$ cat src/logic/tcg_pkg.sv
// Constants, carrier structs and gray-code helpers for the timing countdown generator.
// Assumes a single 100 MHz system clock; the 2.048 mc source is synthesised from it.
package tcg_pkg;

  // ************************************************************
  // Rates and widths
  // ************************************************************
  localparam longint SRC_HZ = 2048000;
  localparam longint MCLK_HZ = 100000000;
  localparam int ACC_W = 24;
  localparam longint ACC_ONE = 64'h0000000001000000;
  // Accumulator step for one source half cycle, that is 4.096 million ticks per second.
  localparam logic [ACC_W-1:0] TICK_STEP = ACC_W'((2 * SRC_HZ * ACC_ONE) / MCLK_HZ);
  localparam int RING_N = 5;
  localparam int STROBE_N = 3;
  localparam int RATE_W = 17;
  localparam int REALTIME_W = 16;
  localparam int TP_N = 12;
  localparam int GRAY_W = 4;
  localparam int SYNC_N = 3;
  localparam int TP_LAST = TP_N - 1;
  localparam logic [3:0] RESTART_HOLD = 4'hC;

  // ************************************************************
  // First divider states, as {first flip-flop, second flip-flop}
  // ************************************************************
  localparam logic [1:0] DIV_IDLE = 2'h0;
  localparam logic [1:0] DIV_FIRST = 2'h2;
  localparam logic [1:0] DIV_BOTH = 2'h3;
  localparam logic [1:0] DIV_SECOND = 2'h1;

  localparam logic [GRAY_W-1:0] GRAY_SEQ [TP_N] = '{4'h0, 4'h1, 4'h3, 4'h2, 4'h6, 4'h7,
                                                    4'h5, 4'h4, 4'hC, 4'hD, 4'h9, 4'h8};

  typedef struct packed {
    logic first_gated_advance_pulse;
    logic second_gated_advance_pulse;
    logic phase_four_pulse;
    logic half_rate_square_first;
    logic half_rate_square_second;
    logic strobe_short;
    logic strobe_long;
  } tcg_phase_s;

  typedef struct packed {
    logic [RING_N-1:0] phase;
    logic [STROBE_N-1:0] strobe;
  } tcg_ring_s;

  // Next code in the twelve-step cycle; an unlisted code falls back to the start.
  function automatic logic [GRAY_W-1:0] tcg_gray_next(input logic [GRAY_W-1:0] code);
    logic [GRAY_W-1:0] res;
    res = GRAY_SEQ[0];
    for (int i = 0; i < TP_N; i++) begin
      if (GRAY_SEQ[i] == code) begin
        res = GRAY_SEQ[(i + 1) % TP_N];
      end
    end
    return res;
  endfunction : tcg_gray_next

  function automatic logic [TP_N-1:0] tcg_gray_decode(input logic [GRAY_W-1:0] code);
    logic [TP_N-1:0] res;
    res = '0;
    for (int i = 0; i < TP_N; i++) begin
      res[i] = (GRAY_SEQ[i] == code);
    end
    return res;
  endfunction : tcg_gray_decode

endpackage : tcg_pkg

$ cat src/logic/tcg_timer.sv
// Timing countdown generator: source divider chain, ring counter, scalers,
// gray-code time pulse generator and start-stop logic.
// Assumes monitor commands and alarm arrive asynchronously from outside; the readout
// strobe comes from logic on mclk.
//
// Notes on behaviour
// RL1: First divider halves the 2.048 mc source into 1.024 mc pulses and strobes.
// RL2: Advance pulses and phase-four last a quarter period; square waves high half.
// RL3: Short and long strobes gate both square waves; 0.25 and 0.75 microsecond wide.
// RL4: Either stop signal suppresses the first gated advance pulse.
// RL5: No timing pulse without the first advance pulse; sequence steps only on it.
// RL6: Second divider halves 1.024 mc into two 512 kc square waves.
// RL7: Five-stage ring gives five 5 microsecond pulses at 102.4 kc.
// RL8: Three 3 microsecond strobes at 102.4 kc come from the ring outputs.
// RL9: Rate scaler is seventeen divide-by-two stages, 51.2 kc down to 0.78125 cps.
// RL10: Rate scaler first stage clocks from ring phases three and five, then halves.
// RL11: Real-time scaler is sixteen readable stages fed by the last rate stage.
// RL12: Last real-time stage marks 23.3 hour intervals.
// RL13: Twelve timing pulses decode a gray counter stepped by both advance pulses.
// RL14: Monitor start, monitor stop or alarm blocks the timing sequence.
// RL15: Monitor stop at the twelfth pulse raises halt stop and halts the sequence.
// RL16: Withdrawing monitor stop resumes the normal timing sequence.
// RL17: Monitor start or alarm at the twelfth pulse raises restart stop.
// RL18: Restart stop generates the global restart signal.
// RL19: Each divider uses two flip-flops on opposite phases, a quarter cycle apart.
// RL20: First divider feeds the first stage gating forward to block illegal states.
// RL21: Ring phase two rises only with phase one high and phase five low; falls when phase one is low.
// RL22: Readout strobe places all sixteen real-time stages on the write lines.
// RL23: Gray counter steps once per pulse and wraps to all zeros.
// RL24: Everything runs on one clock and clears to a defined state on reset.
// RL25: Global restart holds for at least one full twelve-pulse cycle.
module tcg_timer (
  input wire logic mclk,
  input wire logic nrst,
  input wire logic monitor_stop_cmd,
  input wire logic monitor_start_cmd,
  input wire logic alarm_in,
  input wire logic scaler_readout_strobe,
  output tcg_pkg::tcg_phase_s phase_out,
  output tcg_pkg::tcg_ring_s ring_out,
  output logic quarter_rate_square_first,
  output logic quarter_rate_square_second,
  output logic [tcg_pkg::RATE_W-1:0] rate_scaler,
  output logic realtime_scaler_last_stage,
  output logic [tcg_pkg::REALTIME_W-1:0] write_lines,
  output logic [tcg_pkg::TP_N-1:0] timing_pulses,
  output logic monitor_halt_stop,
  output logic restart_stop,
  output logic global_restart
);

  // ************************************************************
  // Source clock synthesis
  // ************************************************************
  // A phase accumulator stands in for the crystal; each tick is one source half cycle,
  // so edges jitter by one mclk period but the long-term rate is exact to the step.
  logic [tcg_pkg::ACC_W-1:0] acc_ff;
  logic [tcg_pkg::ACC_W:0] acc_sum;
  logic src_tick;
  logic src_ff;

  assign acc_sum = {1'b0, acc_ff} + {1'b0, tcg_pkg::TICK_STEP};
  assign src_tick = acc_sum[tcg_pkg::ACC_W];

  always_ff @(posedge mclk or negedge nrst) begin
    if (!nrst) begin
      acc_ff <= '0;
      src_ff <= 1'b0;
    end else begin
      acc_ff <= acc_sum[tcg_pkg::ACC_W-1:0];
      if (src_tick) begin
        src_ff <= ~src_ff;
      end
    end
  end

  // ************************************************************
  // First divider
  // ************************************************************
  logic [1:0] div1_ff;
  logic neg_tick;
  logic pos_tick;
  logic enter_first;
  logic enter_both;
  logic enter_second;
  logic stop_any;
  logic a1_event;

  assign neg_tick = src_tick & src_ff;
  assign pos_tick = src_tick & ~src_ff;
  assign enter_first = neg_tick & (div1_ff == tcg_pkg::DIV_IDLE);
  assign enter_both = pos_tick & (div1_ff == tcg_pkg::DIV_FIRST);
  assign enter_second = neg_tick & (div1_ff == tcg_pkg::DIV_BOTH);
  assign stop_any = monitor_halt_stop | restart_stop;
  assign a1_event = enter_first & ~stop_any; // RL4 RL5

  always_ff @(posedge mclk or negedge nrst) begin
    if (!nrst) begin
      div1_ff <= tcg_pkg::DIV_IDLE;
    end else begin
      if (neg_tick) begin
        div1_ff[1] <= ~div1_ff[0]; // RL19 RL20
      end
      if (pos_tick) begin
        div1_ff[0] <= div1_ff[1]; // RL19
      end
    end
  end

  always_comb begin
    phase_out.first_gated_advance_pulse = (div1_ff == tcg_pkg::DIV_FIRST) & ~stop_any; // RL1 RL2 RL4
    phase_out.second_gated_advance_pulse = (div1_ff == tcg_pkg::DIV_SECOND); // RL2
    phase_out.phase_four_pulse = (div1_ff == tcg_pkg::DIV_BOTH); // RL2
    phase_out.half_rate_square_first = div1_ff[1]; // RL2
    phase_out.half_rate_square_second = div1_ff[0]; // RL2
    phase_out.strobe_short = div1_ff[1] & ~div1_ff[0]; // RL3
    phase_out.strobe_long = ~div1_ff[1] | div1_ff[0]; // RL3
  end

  // ************************************************************
  // Second divider, stepped at the start of the first and second advance pulses
  // ************************************************************
  logic [1:0] div2_ff;
  logic ring_step;

  always_ff @(posedge mclk or negedge nrst) begin
    if (!nrst) begin
      div2_ff <= tcg_pkg::DIV_IDLE;
    end else begin
      if (enter_second) begin
        div2_ff[1] <= ~div2_ff[0]; // RL6 RL19
      end
      if (enter_first) begin
        div2_ff[0] <= div2_ff[1]; // RL6 RL19
      end
    end
  end

  assign quarter_rate_square_first = div2_ff[1];
  assign quarter_rate_square_second = div2_ff[0];
  // Both edges of the first 512 kc wave step the ring, giving 1 microsecond spacing.
  assign ring_step = enter_second & (div2_ff[1] == div2_ff[0]);

  // ************************************************************
  // Ring counter and strobes
  // ************************************************************
  logic [tcg_pkg::RING_N-1:0] ring_ff;
  logic [tcg_pkg::RING_N-1:0] nxt_ring;

  always_comb begin
    nxt_ring = {ring_ff[tcg_pkg::RING_N-2:0], ~ring_ff[tcg_pkg::RING_N-1]}; // RL7
    nxt_ring[1] = ring_ff[0] & (ring_ff[1] | ~ring_ff[4]); // RL21
  end

  always_ff @(posedge mclk or negedge nrst) begin
    if (!nrst) begin
      ring_ff <= '0;
    end else if (ring_step) begin
      ring_ff <= nxt_ring; // RL7
    end
  end

  always_comb begin
    ring_out.phase = ring_ff;
    ring_out.strobe[0] = ring_ff[0] & ~ring_ff[3]; // RL8
    ring_out.strobe[1] = ring_ff[1] & ~ring_ff[4]; // RL8
    ring_out.strobe[2] = ring_ff[2] & ring_ff[0]; // RL8
  end

  // ************************************************************
  // Rate and real-time scalers
  // ************************************************************
  logic [tcg_pkg::RATE_W-1:0] rate_ff;
  logic [tcg_pkg::REALTIME_W-1:0] realtime_ff;
  logic [tcg_pkg::REALTIME_W-1:0] write_lines_ff;
  logic rate_tick;

  assign rate_tick = ring_step & ~ring_ff[2] & nxt_ring[2] & ~ring_ff[4]; // RL10

  always_ff @(posedge mclk or negedge nrst) begin
    if (!nrst) begin
      rate_ff <= '0;
      realtime_ff <= '0;
    end else if (rate_tick) begin
      rate_ff <= rate_ff + 1'b1; // RL9 RL10
      if (&rate_ff) begin
        realtime_ff <= realtime_ff + 1'b1; // RL11 RL12
      end
    end
  end

  // The lines read zero outside the strobe so they can be wired-OR with other sources.
  always_ff @(posedge mclk or negedge nrst) begin
    if (!nrst) begin
      write_lines_ff <= '0;
    end else begin
      write_lines_ff <= scaler_readout_strobe ? realtime_ff : '0; // RL22
    end
  end

  assign rate_scaler = rate_ff;
  assign realtime_scaler_last_stage = realtime_ff[tcg_pkg::REALTIME_W-1]; // RL12
  assign write_lines = write_lines_ff;

  // ************************************************************
  // Time pulse generator
  // ************************************************************
  logic [tcg_pkg::GRAY_W-1:0] gray_pri_ff;
  logic [tcg_pkg::GRAY_W-1:0] gray_sec_ff;
  logic [tcg_pkg::TP_N-1:0] tp_raw;

  assign tp_raw = tcg_pkg::tcg_gray_decode(gray_sec_ff);
  // The primary stage holds the code after the stored one from each second advance pulse to the next first one; it starts one ahead.
  always_ff @(posedge mclk or negedge nrst) begin
    if (!nrst) begin
      gray_pri_ff <= tcg_pkg::GRAY_SEQ[1];
      gray_sec_ff <= tcg_pkg::GRAY_SEQ[0];
    end else if (global_restart) begin
      gray_pri_ff <= tcg_pkg::GRAY_SEQ[1]; // RL24
      gray_sec_ff <= tcg_pkg::GRAY_SEQ[0]; // RL24
    end else begin
      if (enter_second) begin
        gray_pri_ff <= tcg_pkg::tcg_gray_next(gray_sec_ff); // RL13 RL23
      end
      if (a1_event) begin
        gray_sec_ff <= gray_pri_ff; // RL5 RL13 RL14
      end
    end
  end

  assign timing_pulses = stop_any ? '0 : tp_raw; // RL5
  // ************************************************************
  // Start-stop logic
  // ************************************************************
  // Three stages per pin; a level is accepted only once stages two and three agree.
  logic [2:0] pin_s1_ff;
  logic [2:0] pin_s2_ff;
  logic [2:0] pin_s3_ff;
  logic [2:0] pin_ff;
  logic halt_ff;
  logic restart_stop_ff;
  logic global_restart_ff;
  logic [3:0] hold_ff;
  logic at_last_tp;

  always_ff @(posedge mclk or negedge nrst) begin
    if (!nrst) begin
      pin_s1_ff <= '0;
      pin_s2_ff <= '0;
      pin_s3_ff <= '0;
      pin_ff <= '0;
    end else begin
      pin_s1_ff <= {alarm_in, monitor_start_cmd, monitor_stop_cmd};
      pin_s2_ff <= pin_s1_ff;
      pin_s3_ff <= pin_s2_ff;
      pin_ff <= (pin_s2_ff & pin_s3_ff) | (pin_ff & (pin_s2_ff | pin_s3_ff));
    end
  end

  assign at_last_tp = tp_raw[tcg_pkg::TP_LAST];
  always_ff @(posedge mclk or negedge nrst) begin
    if (!nrst) begin
      halt_ff <= 1'b0;
    end else if (enter_second) begin
      if (pin_ff[0] & at_last_tp) begin
        halt_ff <= 1'b1; // RL14 RL15
      end else if (!pin_ff[0]) begin
        halt_ff <= 1'b0; // RL16
      end
    end
  end

  always_ff @(posedge mclk or negedge nrst) begin
    if (!nrst) begin
      restart_stop_ff <= 1'b0;
      hold_ff <= '0;
    end else if (enter_second) begin
      if ((pin_ff[1] | pin_ff[2]) & at_last_tp & ~restart_stop_ff) begin
        restart_stop_ff <= 1'b1; // RL14 RL17
        hold_ff <= tcg_pkg::RESTART_HOLD; // RL25
      end else if (hold_ff != '0) begin
        hold_ff <= hold_ff - 1'b1; // RL25
      end else if (!(pin_ff[1] | pin_ff[2])) begin
        restart_stop_ff <= 1'b0;
      end
    end
  end

  always_ff @(posedge mclk or negedge nrst) begin
    if (!nrst) begin
      global_restart_ff <= 1'b0;
    end else begin
      global_restart_ff <= restart_stop_ff; // RL18
    end
  end

  assign monitor_halt_stop = halt_ff;
  assign restart_stop = restart_stop_ff;
  assign global_restart = global_restart_ff;
endmodule : tcg_timer
$ cat config.mk
export PLATFORM = sky130hd
export DESIGN_NAME = tcg_timer
export DESIGN_NICKNAME = d
export VERILOG_FILES = /design/src/logic/tcg_pkg.sv /design/src/logic/tcg_timer.sv
export SDC_FILE = /design/constraint.sdc
export NUM_CORES = 1
export LEC_CHECK = 0
export BUFFER_PORTS_ARGS = -buffer_cell sky130_fd_sc_hd__buf_2
export CORE_UTILIZATION = 60
export DETAILED_ROUTE_END_ITERATION = 10
export HOLD_SLACK_MARGIN = 0.08
export PLACE_DENSITY_LB_ADDON = 0.08
export SETUP_SLACK_MARGIN = 0.2
export SLEW_MARGIN = 20
export SYNTH_ARGS = -nofsm -noshare
export SYNTH_HDL_FRONTEND = slang
export SYNTH_SLANG_ARGS = --single-unit
$ cat constraint.sdc
create_clock -name mclk -period 5 [get_ports mclk]
set_input_delay 1 -clock mclk [delete_from_list [all_inputs] [get_ports mclk]]
set_output_delay 1 -clock mclk [all_outputs]
set_load 0.01 [all_outputs]
Yosys cells after proc, flatten, opt, wreduce, memory -nomap -nowiden

Index checks and enable logic that the tools add are counted.

Logic and storage cells: 112
Bits of input ports: 6
Flip-flop bits (word level): 110
Output and inout port bits: 66

Add/subtract/negate cells: 4
Bitwise operators: 35
Multiplexer cells: 25
Reductions and logical operators: 10
Equal/unequal tests: 18

Operator list:

| cell                   | count |
|---|---|
| $mux 4                 | 17 |
| $add 24x20->25 const B | 1 |
| $and 1x1->1            | 18 |
| $reduce_and 18->1      | 1 |
| $add 17x1->17 const B  | 1 |
| $add 16x1->16 const B  | 1 |
| $eq 3x4->1 const A     | 4 |
| $eq 4x4->1 const A     | 4 |
| $mux 16                | 1 |
| $mux 12                | 1 |
| $not 1->1              | 9 |
| $eq 2x4->1 const A     | 2 |
| $and 3x3->3            | 2 |
| $mux 1                 | 6 |
| $or 3x3->3             | 2 |
| $reduce_bool 2->1      | 3 |
| $eq 1x4->1 const A     | 1 |
| $eq 2x2->1 const B     | 2 |
| $logic_not 4->1        | 1 |
| $ne 2x1->1 const B     | 2 |
| $or 1x1->1             | 4 |
| $reduce_and 2->1       | 2 |
| $reduce_bool 4->1      | 1 |
| $sub 4x1->4 const B    | 1 |
| 5 further kinds        | 5 |

Longest topological paths before layout

Gate-level depths: netlist of the first run.

Depth in word-level cells: 15
Mapped depth: 7
Depth with buffers taken out: 6

Least setup slack after synthesis of the first run

No wires, ideal clock.

Path type: register to register
Start point: reg rate_ff (netlist bit rate_scaler[0])
End point: reg realtime_ff[1] (netlist name)
Data required time: 4.872 ns
Setup slack: 2.612 ns
Arrival time: 2.260 ns
Setup time: 0.128 ns
Buffers on the path: 1
Period minus slack after synthesis: 2.388 ns
Stages on the path, launching flop included: 7
Cells stage by stage: dfrtp_1 ha_1 or4b_4 or4_4 buf_6 nor3_4 mux2_1

Word-level cells in the longest chain between the ends: 1

RTL lines:

| element                     | line             | text |
|---|---|---|
| start: declaration          | tcg_timer.sv:173 | `logic [tcg_pkg::RATE_W-1:0] rate_ff;` |
| start signal: assignment    | tcg_timer.sv:185 | `rate_ff <= rate_ff + 1'b1;` |
| $reduce_and 18->1 (no line) | n/a              |  |
| end signal: assignment      | tcg_timer.sv:187 | `realtime_ff <= realtime_ff + 1'b1;` |
| end: declaration            | tcg_timer.sv:174 | `logic [tcg_pkg::REALTIME_W-1:0] realtime_ff;` |

Every way passes these cells.
A chain may end at the register's enable or synchronous reset.

Worst setup path in the final report of the first run

Start point: reg acc_ff[12] (netlist name)
End point: reg ring_ff[2] (netlist name)

Word-level cells in the longest chain between the ends: 4

RTL lines:

| element                  | line             | text |
|---|---|---|
| start: declaration       | tcg_timer.sv:57  | `logic [tcg_pkg::ACC_W-1:0] acc_ff;` |
| start signal: assignment | tcg_timer.sv:70  | `acc_ff <= acc_sum[tcg_pkg::ACC_W-1:0];` |
| $add 24x20->25           | tcg_timer.sv:62  | `assign acc_sum = {1'b0, acc_ff} + {1'b0, tcg_pkg::TICK_STEP};` |
| $and 1x1->1              | tcg_timer.sv:89  | `assign neg_tick = src_tick & src_ff;` |
| $and 1x1->1              | tcg_timer.sv:93  | `assign enter_second = neg_tick & (div1_ff == tcg_pkg::DIV_BOTH);` |
| $and 1x1->1              | tcg_timer.sv:142 | `assign ring_step = enter_second & (div2_ff[1] == div2_ff[0]);` |
| end signal: assignment   | tcg_timer.sv:159 | `ring_ff <= nxt_ring;` |
| end: declaration         | tcg_timer.sv:147 | `logic [tcg_pkg::RING_N-1:0] ring_ff;` |

Every way passes these cells.

==> impl_metrics.csv, run 1 <==
group,metric,value,unit
clocking,cts_buffer_depth,2,
layout,drive_gt1_share,23.7,%
yosys,async_flop_share,100,%
worst_setup_path,critPathLaunchType,"flop",
power_and_ir_drop,p_per_area,260,mW/mm²
detailed_routing,drt_iter0_drc,114,
grt,antenna_found_initial,0,
worst_setup_path,r2r-start,"acc_ff[12]",
power_and_ir_drop,p_leak,0.00276,µW
detailed_routing,wire_per_inst,14.4,µm
layout,final_cell_mix,"108 x dfrtp_1, 70 x buf_2, 34 x xor2_1",
clocking,clock-sinks,109,
worst_setup_path,cp.arrival,3.36,ns
clocking,clk_pin_slew,0.10,ns
layout,antennaDiodeCount,0,
floorplan,core-area,0.00781,mm²
detailed_routing,ant_nets,0,
timing,worst_slack,1.91,ns
layout,area_growth,11.9,%
detailed_routing,route.detailed.drc,0,
timing,post-route-period-util,61.8,%
yosys,ys_ff_latch,109,
min_path,hp-class,"reg2reg",
placed_design,dpl.cell_count,588,
power_and_ir_drop,peakVddDrop,0.183,mV
floorplan,start_util,63.0,%
clocking,clk_latency,0.37,ns
run,maxCapViolCount,0,
clocking,cts_made_buffers,9,
grt,grt_pass1_wl,15.2,mm
timing,tightest_slew,0.990,ns
worst_setup_path,crit_type,"reg2reg",
worst_setup_path,critPathMaxFanout,22,
clocking,htreeDepth,3,
floorplan,ios,72,
placed_design,pre_cts_ws,1.91,ns
detailed_routing,routed_wl,8.68,mm
worst_setup_path,reg2reg_setup_slack,1.91,ns
grt,overflow,0,
yosys,synth_warnings,0,
timing,hold_viol_final,0,
yosys,yosys_most_used_dff,"dfrtp_1",
clocking,hold_buffers,0,
yosys,synth.distinct_cells,60,
worst_setup_path,required,5.27,ns
worst_setup_path,cp-startpoint,"acc_ff[12]",
timing,setup_violations,0,
placed_design,port-buffer-count,71,
yosys,syn_avg_cell_area,11.5,µm²
grt,grt_pass1_vias,3254,
worst_setup_path,ff2ff_path_depth,5,
timing,rsz0062_at_grt,"false",
outcome,outcome,"complete, no violations",
timing,tns,0,ns
min_path,hold-path-cell-count,0,
placed_design,globalplace.congestion,0.781,
layout,final_util,70.5,%
detailed_routing,avgViaCountPerCell,5.63,
worst_setup_path,timing.rr.end,"ring_ff[2]",
clocking,cts_setup_buffers,0,
grt,grt_max_degree,74,
clocking,cts_tree,"built",
floorplan,die_area,0.00856,mm²
layout,layout.nets,507,
floorplan,fp-row-count,32,
timing,finalClockSkew,0.00820,ns
layout,final_common_cell,"dfrtp_1",
yosys,seq_area_frac_synth,55.5,%
yosys,synthCells,429,
floorplan,die_w,92.5,µm
clocking,cts_resized,0,
timing,report.final.slew_viol_count,0,
detailed_routing,vias,3399,
yosys,postSynthNetCount,439,
worst_setup_path,crit_end,"ring_ff[2]",
layout,stdcell_count,604,
detailed_routing,dr.pass1.iters,4,
timing,finalCriticalPeriod,3.09,ns
clocking,cts_root_buffer,"clkbuf_8",
timing,maxSlewHeadroom,33.1,%
worst_setup_path,end_kind,"flop",
timing,fmax,324,MHz
placed_design,dp_hpwl,6.13,mm
yosys,synth_edf_count,0,
floorplan,die_h,92.5,µm
grt,track_usage,22.6,%
yosys,synth.cell_area,0.00492,mm²
==> flip-flops by register name (all words and copies together), names as in the netlist, 3 cells and up <==
signal,count
hold_ff,4
acc_ff,23
write_lines,16
pin_ff,3
gray_pri_ff,4
pin_s1_ff,3
rate_scaler,17
ring_ff,5
realtime_ff,16
gray_sec_ff,4
pin_s3_ff,3
pin_s2_ff,3
==> layout make-up <==
type,count,area [µm²]
flip-flops and latches,109,2730
well taps,102,128
clock inverters,5,40.0
repair buffers,73,373
inverters,15,56.3
multi-input cells,289,2030
fillers,603,2300
clock buffers,11,151
==> worst max-delay path: stages (launching register included) <==
cell,delay [ns]
dfrtp_1,0.40
or4_1,0.63
a2111oi_4,0.68
or3_1,0.67
nor2_1,0.27
mux2_2,0.33
==> synthesized netlist by cell type, types with 2 or more instances <==
library cell	count	share of area [%]
a211o_1	2	0.36
a21o_1	2	0.31
a21oi_1	9	0.92
a31oi_1	3	0.38
and2_1	20	2.5
and3_1	7	0.89
buf_2	2	0.20
buf_4	5	0.76
clkbuf_1	6	0.46
dfrtp_1	108	55
ha_1	4	1.0
inv_1	15	1.1
maj3_1	3	0.61
mux2_2	6	1.4
mux2i_1	7	1.4
nand2_1	28	2.1
nand2b_1	6	0.76
nand3_1	14	1.4
nand3b_1	3	0.46
nand4_1	14	1.8
nor2_1	31	2.4
nor3_1	16	1.6
nor3_2	10	2.0
nor4_1	9	1.1
nor4_2	5	1.3
nor4b_2	2	0.61
o2111ai_1	2	0.36
o21ai_0	6	0.61
or3_1	2	0.25
xnor2_1	19	3.4
xor2_1	34	6.1
==> layer usage <==
metal / vias to the layer above / global-route usage, % / part of all wire [%]
met5: - / 0 / 0
met4: 0 / 6.51 / 0.79
met3: 9 / 5.42 / 3.7
met2: 68 / 36.0 / 49
met1: 1696 / 31.1 / 46
li1: 1626 / - / -
==> logic make-up after synthesis <==
logic type / after synthesis / synth area share (%)
simple gates: 177 / 21.3
flops: 109 / 55.5
xor+xnor: 53 / 9.44
compound gates: 38 / 5.80
buf+inv: 31 / 3.28
mux: 14 / 3.03
fa+ha+maj: 7 / 1.63
==> where the power goes <==
part / total, µW / leakage, µW / switching, µW / internal [µW]
Clock: 515 / 0.000101 / 300 / 215
Combinational: 23.4 / 0.00122 / 19.0 / 4.44
Sequential: 890 / 0.00144 / 3.25 / 887
Total: 1430 / 0.00276 / 322 / 1110
==> metrics by stage <==
step,total power (µW),area [µm²],hold slack (ns)
5_1_grt,1480,5500,0.378
3_3_place_gp,932,5310,0.332
6_report,1430,5500,0.359
3_5_place_dp,933,5310,0.339
4_1_cts,1440,5500,0.363
2_1_floorplan,911,4920,0.331
==> how the worst min path moves through the flow <==
stage | startpoint | endpoint | slack (ns)
CTS | pin_s1_ff[2] | pin_s2_ff[2] | 0.36
global placement | pin_s1_ff[2] | pin_s2_ff[2] | 0.33
finish | pin_s1_ff[2] | pin_s2_ff[2] | 0.36
detailed placement | pin_s1_ff[0] | pin_s2_ff[0] | 0.34
floorplan | pin_s1_ff[0] | pin_s2_ff[0] | 0.33
global route | pin_s1_ff[2] | pin_s2_ff[2] | 0.38
Note: power is estimated with default switching activity, not from simulation.
==> inputs of run 2 (changes only) <==
--- a/config.mk
+++ b/config.mk
@@ -6,7 +6,7 @@
 export NUM_CORES = 1
 export LEC_CHECK = 0
 export BUFFER_PORTS_ARGS = -buffer_cell sky130_fd_sc_hd__buf_2
-export CORE_UTILIZATION = 60
+export CORE_UTILIZATION = 51
 export DETAILED_ROUTE_END_ITERATION = 10
 export HOLD_SLACK_MARGIN = 0.08
 export PLACE_DENSITY_LB_ADDON = 0.08
==> constraint.sdc (replaced) <==
create_clock -name mclk -period 2.8 [get_ports mclk]
set_input_delay 0.56 -clock mclk [delete_from_list [all_inputs] [get_ports mclk]]
set_output_delay 0.56 -clock mclk [all_outputs]
set_load 0.01 [all_outputs]
==> impl_metrics.csv, run 2 (same netlist as run 1, synthesis figures left out) <==
group,metric,value,unit
clocking,cts_root_buffer,"clkbuf_8",
floorplan,start_util,53.0,%
timing,setup_violations,0,
timing,hold_viol_final,0,
placed_design,dp_hpwl,6.53,mm
power_and_ir_drop,internal_power,2040,µW
power_and_ir_drop,peakVddDrop,0.306,mV
power_and_ir_drop,pwr-share-clk,36.8,%
power_and_ir_drop,p_per_area,461,mW/mm²
detailed_routing,wire_per_inst,14.1,µm
worst_setup_path,end_kind,"flop",
clocking,cts_made_buffers,9,
layout,multiInputGateArea,0.00203,mm²
detailed_routing,wl_met1,4.23,mm
timing,post-route-period-util,87.5,%
clocking,clk_pin_slew,0.10,ns
power_and_ir_drop,switching_share,21.5,%
detailed_routing,vias,3393,
floorplan,core-area,0.00928,mm²
layout,regMostFlops,"acc_ff",
worst_setup_path,crit_type,"reg2reg",
floorplan,die_area,0.0100,mm²
clocking,clock-sinks,109,
placed_design,globalplace.congestion,0.770,
layout,final_cell_mix,"108 x dfrtp_1, 70 x buf_2, 34 x xor2_1",
detailed_routing,dr.pass1.iters,4,
power_and_ir_drop,switchingPower,556,µW
layout,num-fill-cells,797,
grt,antenna_found_initial,0,
layout,drive_gt1_share,24.9,%
detailed_routing,route.detailed.drc,0,
detailed_routing,wl_met2,4.32,mm
timing,finalCriticalPeriod,2.45,ns
layout,antennaDiodeCount,0,
power_and_ir_drop,combPwrFrac,1.9,%
timing,finalClockSkew,0.0147,ns
layout,final_common_cell,"dfrtp_1",
timing,tightest_slew,0.831,ns
detailed_routing,routed.top_layer,"met4",
timing,maxSlewHeadroom,44.2,%
grt,overflow,0,
floorplan,die_w,100,µm
timing,fmax,408,MHz
detailed_routing,wl_met3,387,µm
detailed_routing,drt_iter0_drc,113,
detailed_routing,routed_wl,9.04,mm
timing,report.final.slew_viol_count,0,
clocking,clk_latency,0.37,ns
clocking,hold_buffers,0,
outcome,outcome,"complete, no violations",
worst_setup_path,critPathLaunchType,"flop",
timing,rsz0062_at_grt,"false",
layout,regArea,0.00273,mm²
floorplan,die_h,100,µm
detailed_routing,ant_nets,0,
run,maxCapViolCount,0,
layout,largest_reg_flops,23,
detailed_routing,avgViaCountPerCell,5.30,
grt,grt_pass1_wl,15.8,mm
floorplan,fp-row-count,35,
grt,grt_pass1_vias,3373,
clocking,htreeDepth,3,
grt,grt_max_degree,49,
worst_setup_path,cp.arrival,2.71,ns
worst_setup_path,critPathMaxFanout,19,
placed_design,port-buffer-count,71,
layout,layout.nets,517,
power_and_ir_drop,p_leak,0.00281,µW
layout,area_growth,14.5,%
floorplan,ios,72,
worst_setup_path,required,3.06,ns
power_and_ir_drop,seq_power_share,61.3,%
grt,track_usage,20.0,%
worst_setup_path,reg2reg_setup_slack,0.35,ns
clocking,cts_tree,"built",
clocking,cts_buffer_depth,2,
power_and_ir_drop,report.power.total,2590,µW
timing,tns,0,ns
min_path,hp-class,"in2async",
-- run 2: cell count changes in the layout (fill, tap and decap cells not counted) --
cell	before	now
clkinv_2	1	0
clkbuf_1	0	1
inv_6	4	2
buf_12	0	1
clkinvlp_4	0	1
bufinv_16	0	1
buf_4	3	12
clkbuf_8	11	10
-- run 2: area by class of cell --
type | count | share of cell area (%)
multi-input combinational | 289 | 36.0
clock inverter | 4 | 0.978
timing repair buffer | 83 | 8.18
inverter | 15 | 1.00
clock buffer | 11 | 2.51
sequential | 109 | 48.5
tap | 129 | 2.87
-- run 2: path summary, 6_finish.rpt --
check | startpoint | end | depth (start not counted)
setup reg to reg | rate_scaler[0] | realtime_ff[1] | 5
setup / recovery | rate_scaler[0] | realtime_ff[1] | 5
max in group asynchronous | nrst | rate_scaler[0] | 2
min in group mclk | alarm_in | pin_s1_ff[2] | 1
hold reg to reg | pin_s1_ff[0] | pin_s2_ff[0] | 0
hold / removal | nrst | acc_ff[5] | 1
-- run 2: power groups by stage --
stage	combinational [µW]	sequential [µW]	clock, µW
after floorplan	7.27	1620	0
after CTS	52.0	1590	1000
after detailed placement	51.8	1620	0
after global routing	58.1	1590	1060
final	48.6	1590	955
after global placement	50.5	1620	0
-- run 2: stage by stage --
stage	utilization, %	hold slack (ns)	setup slack [ns]	area, µm²	std cells
6_report	60.6	0.198	0.350	5630	640
5_1_grt	60.6	0.238	0.241	5630	640
4_1_cts	60.6	0.208	0.261	5630	640
3_5_place_dp	58.5	0.337	0.296	5430	625
3_3_place_gp	58.5	0.335	0.346	5430	625
2_1_floorplan	-	0.264	0.412	4920	429
-- run 2: repair_timing --
action,4_1_cts,5_1_grt
setup buffers,0,0
gates resized for setup,0,0
endpoints found under the setup margin,0,1
-- run 2: worst max-delay path: stages (launching register included) --
cell and delay, ns:
dfrtp_1 0.43, ha_1 0.24, or4b_4 0.49, or4_4 0.61, nor3_4 0.24, mux2_1 0.33
-- run 2: metal layers --
layer,up-vias,track usage (%)
met4,0,7.47
met2,73,32.6
met5,-,0
met1,1648,26.5
met3,10,3.97
li1,1662,-
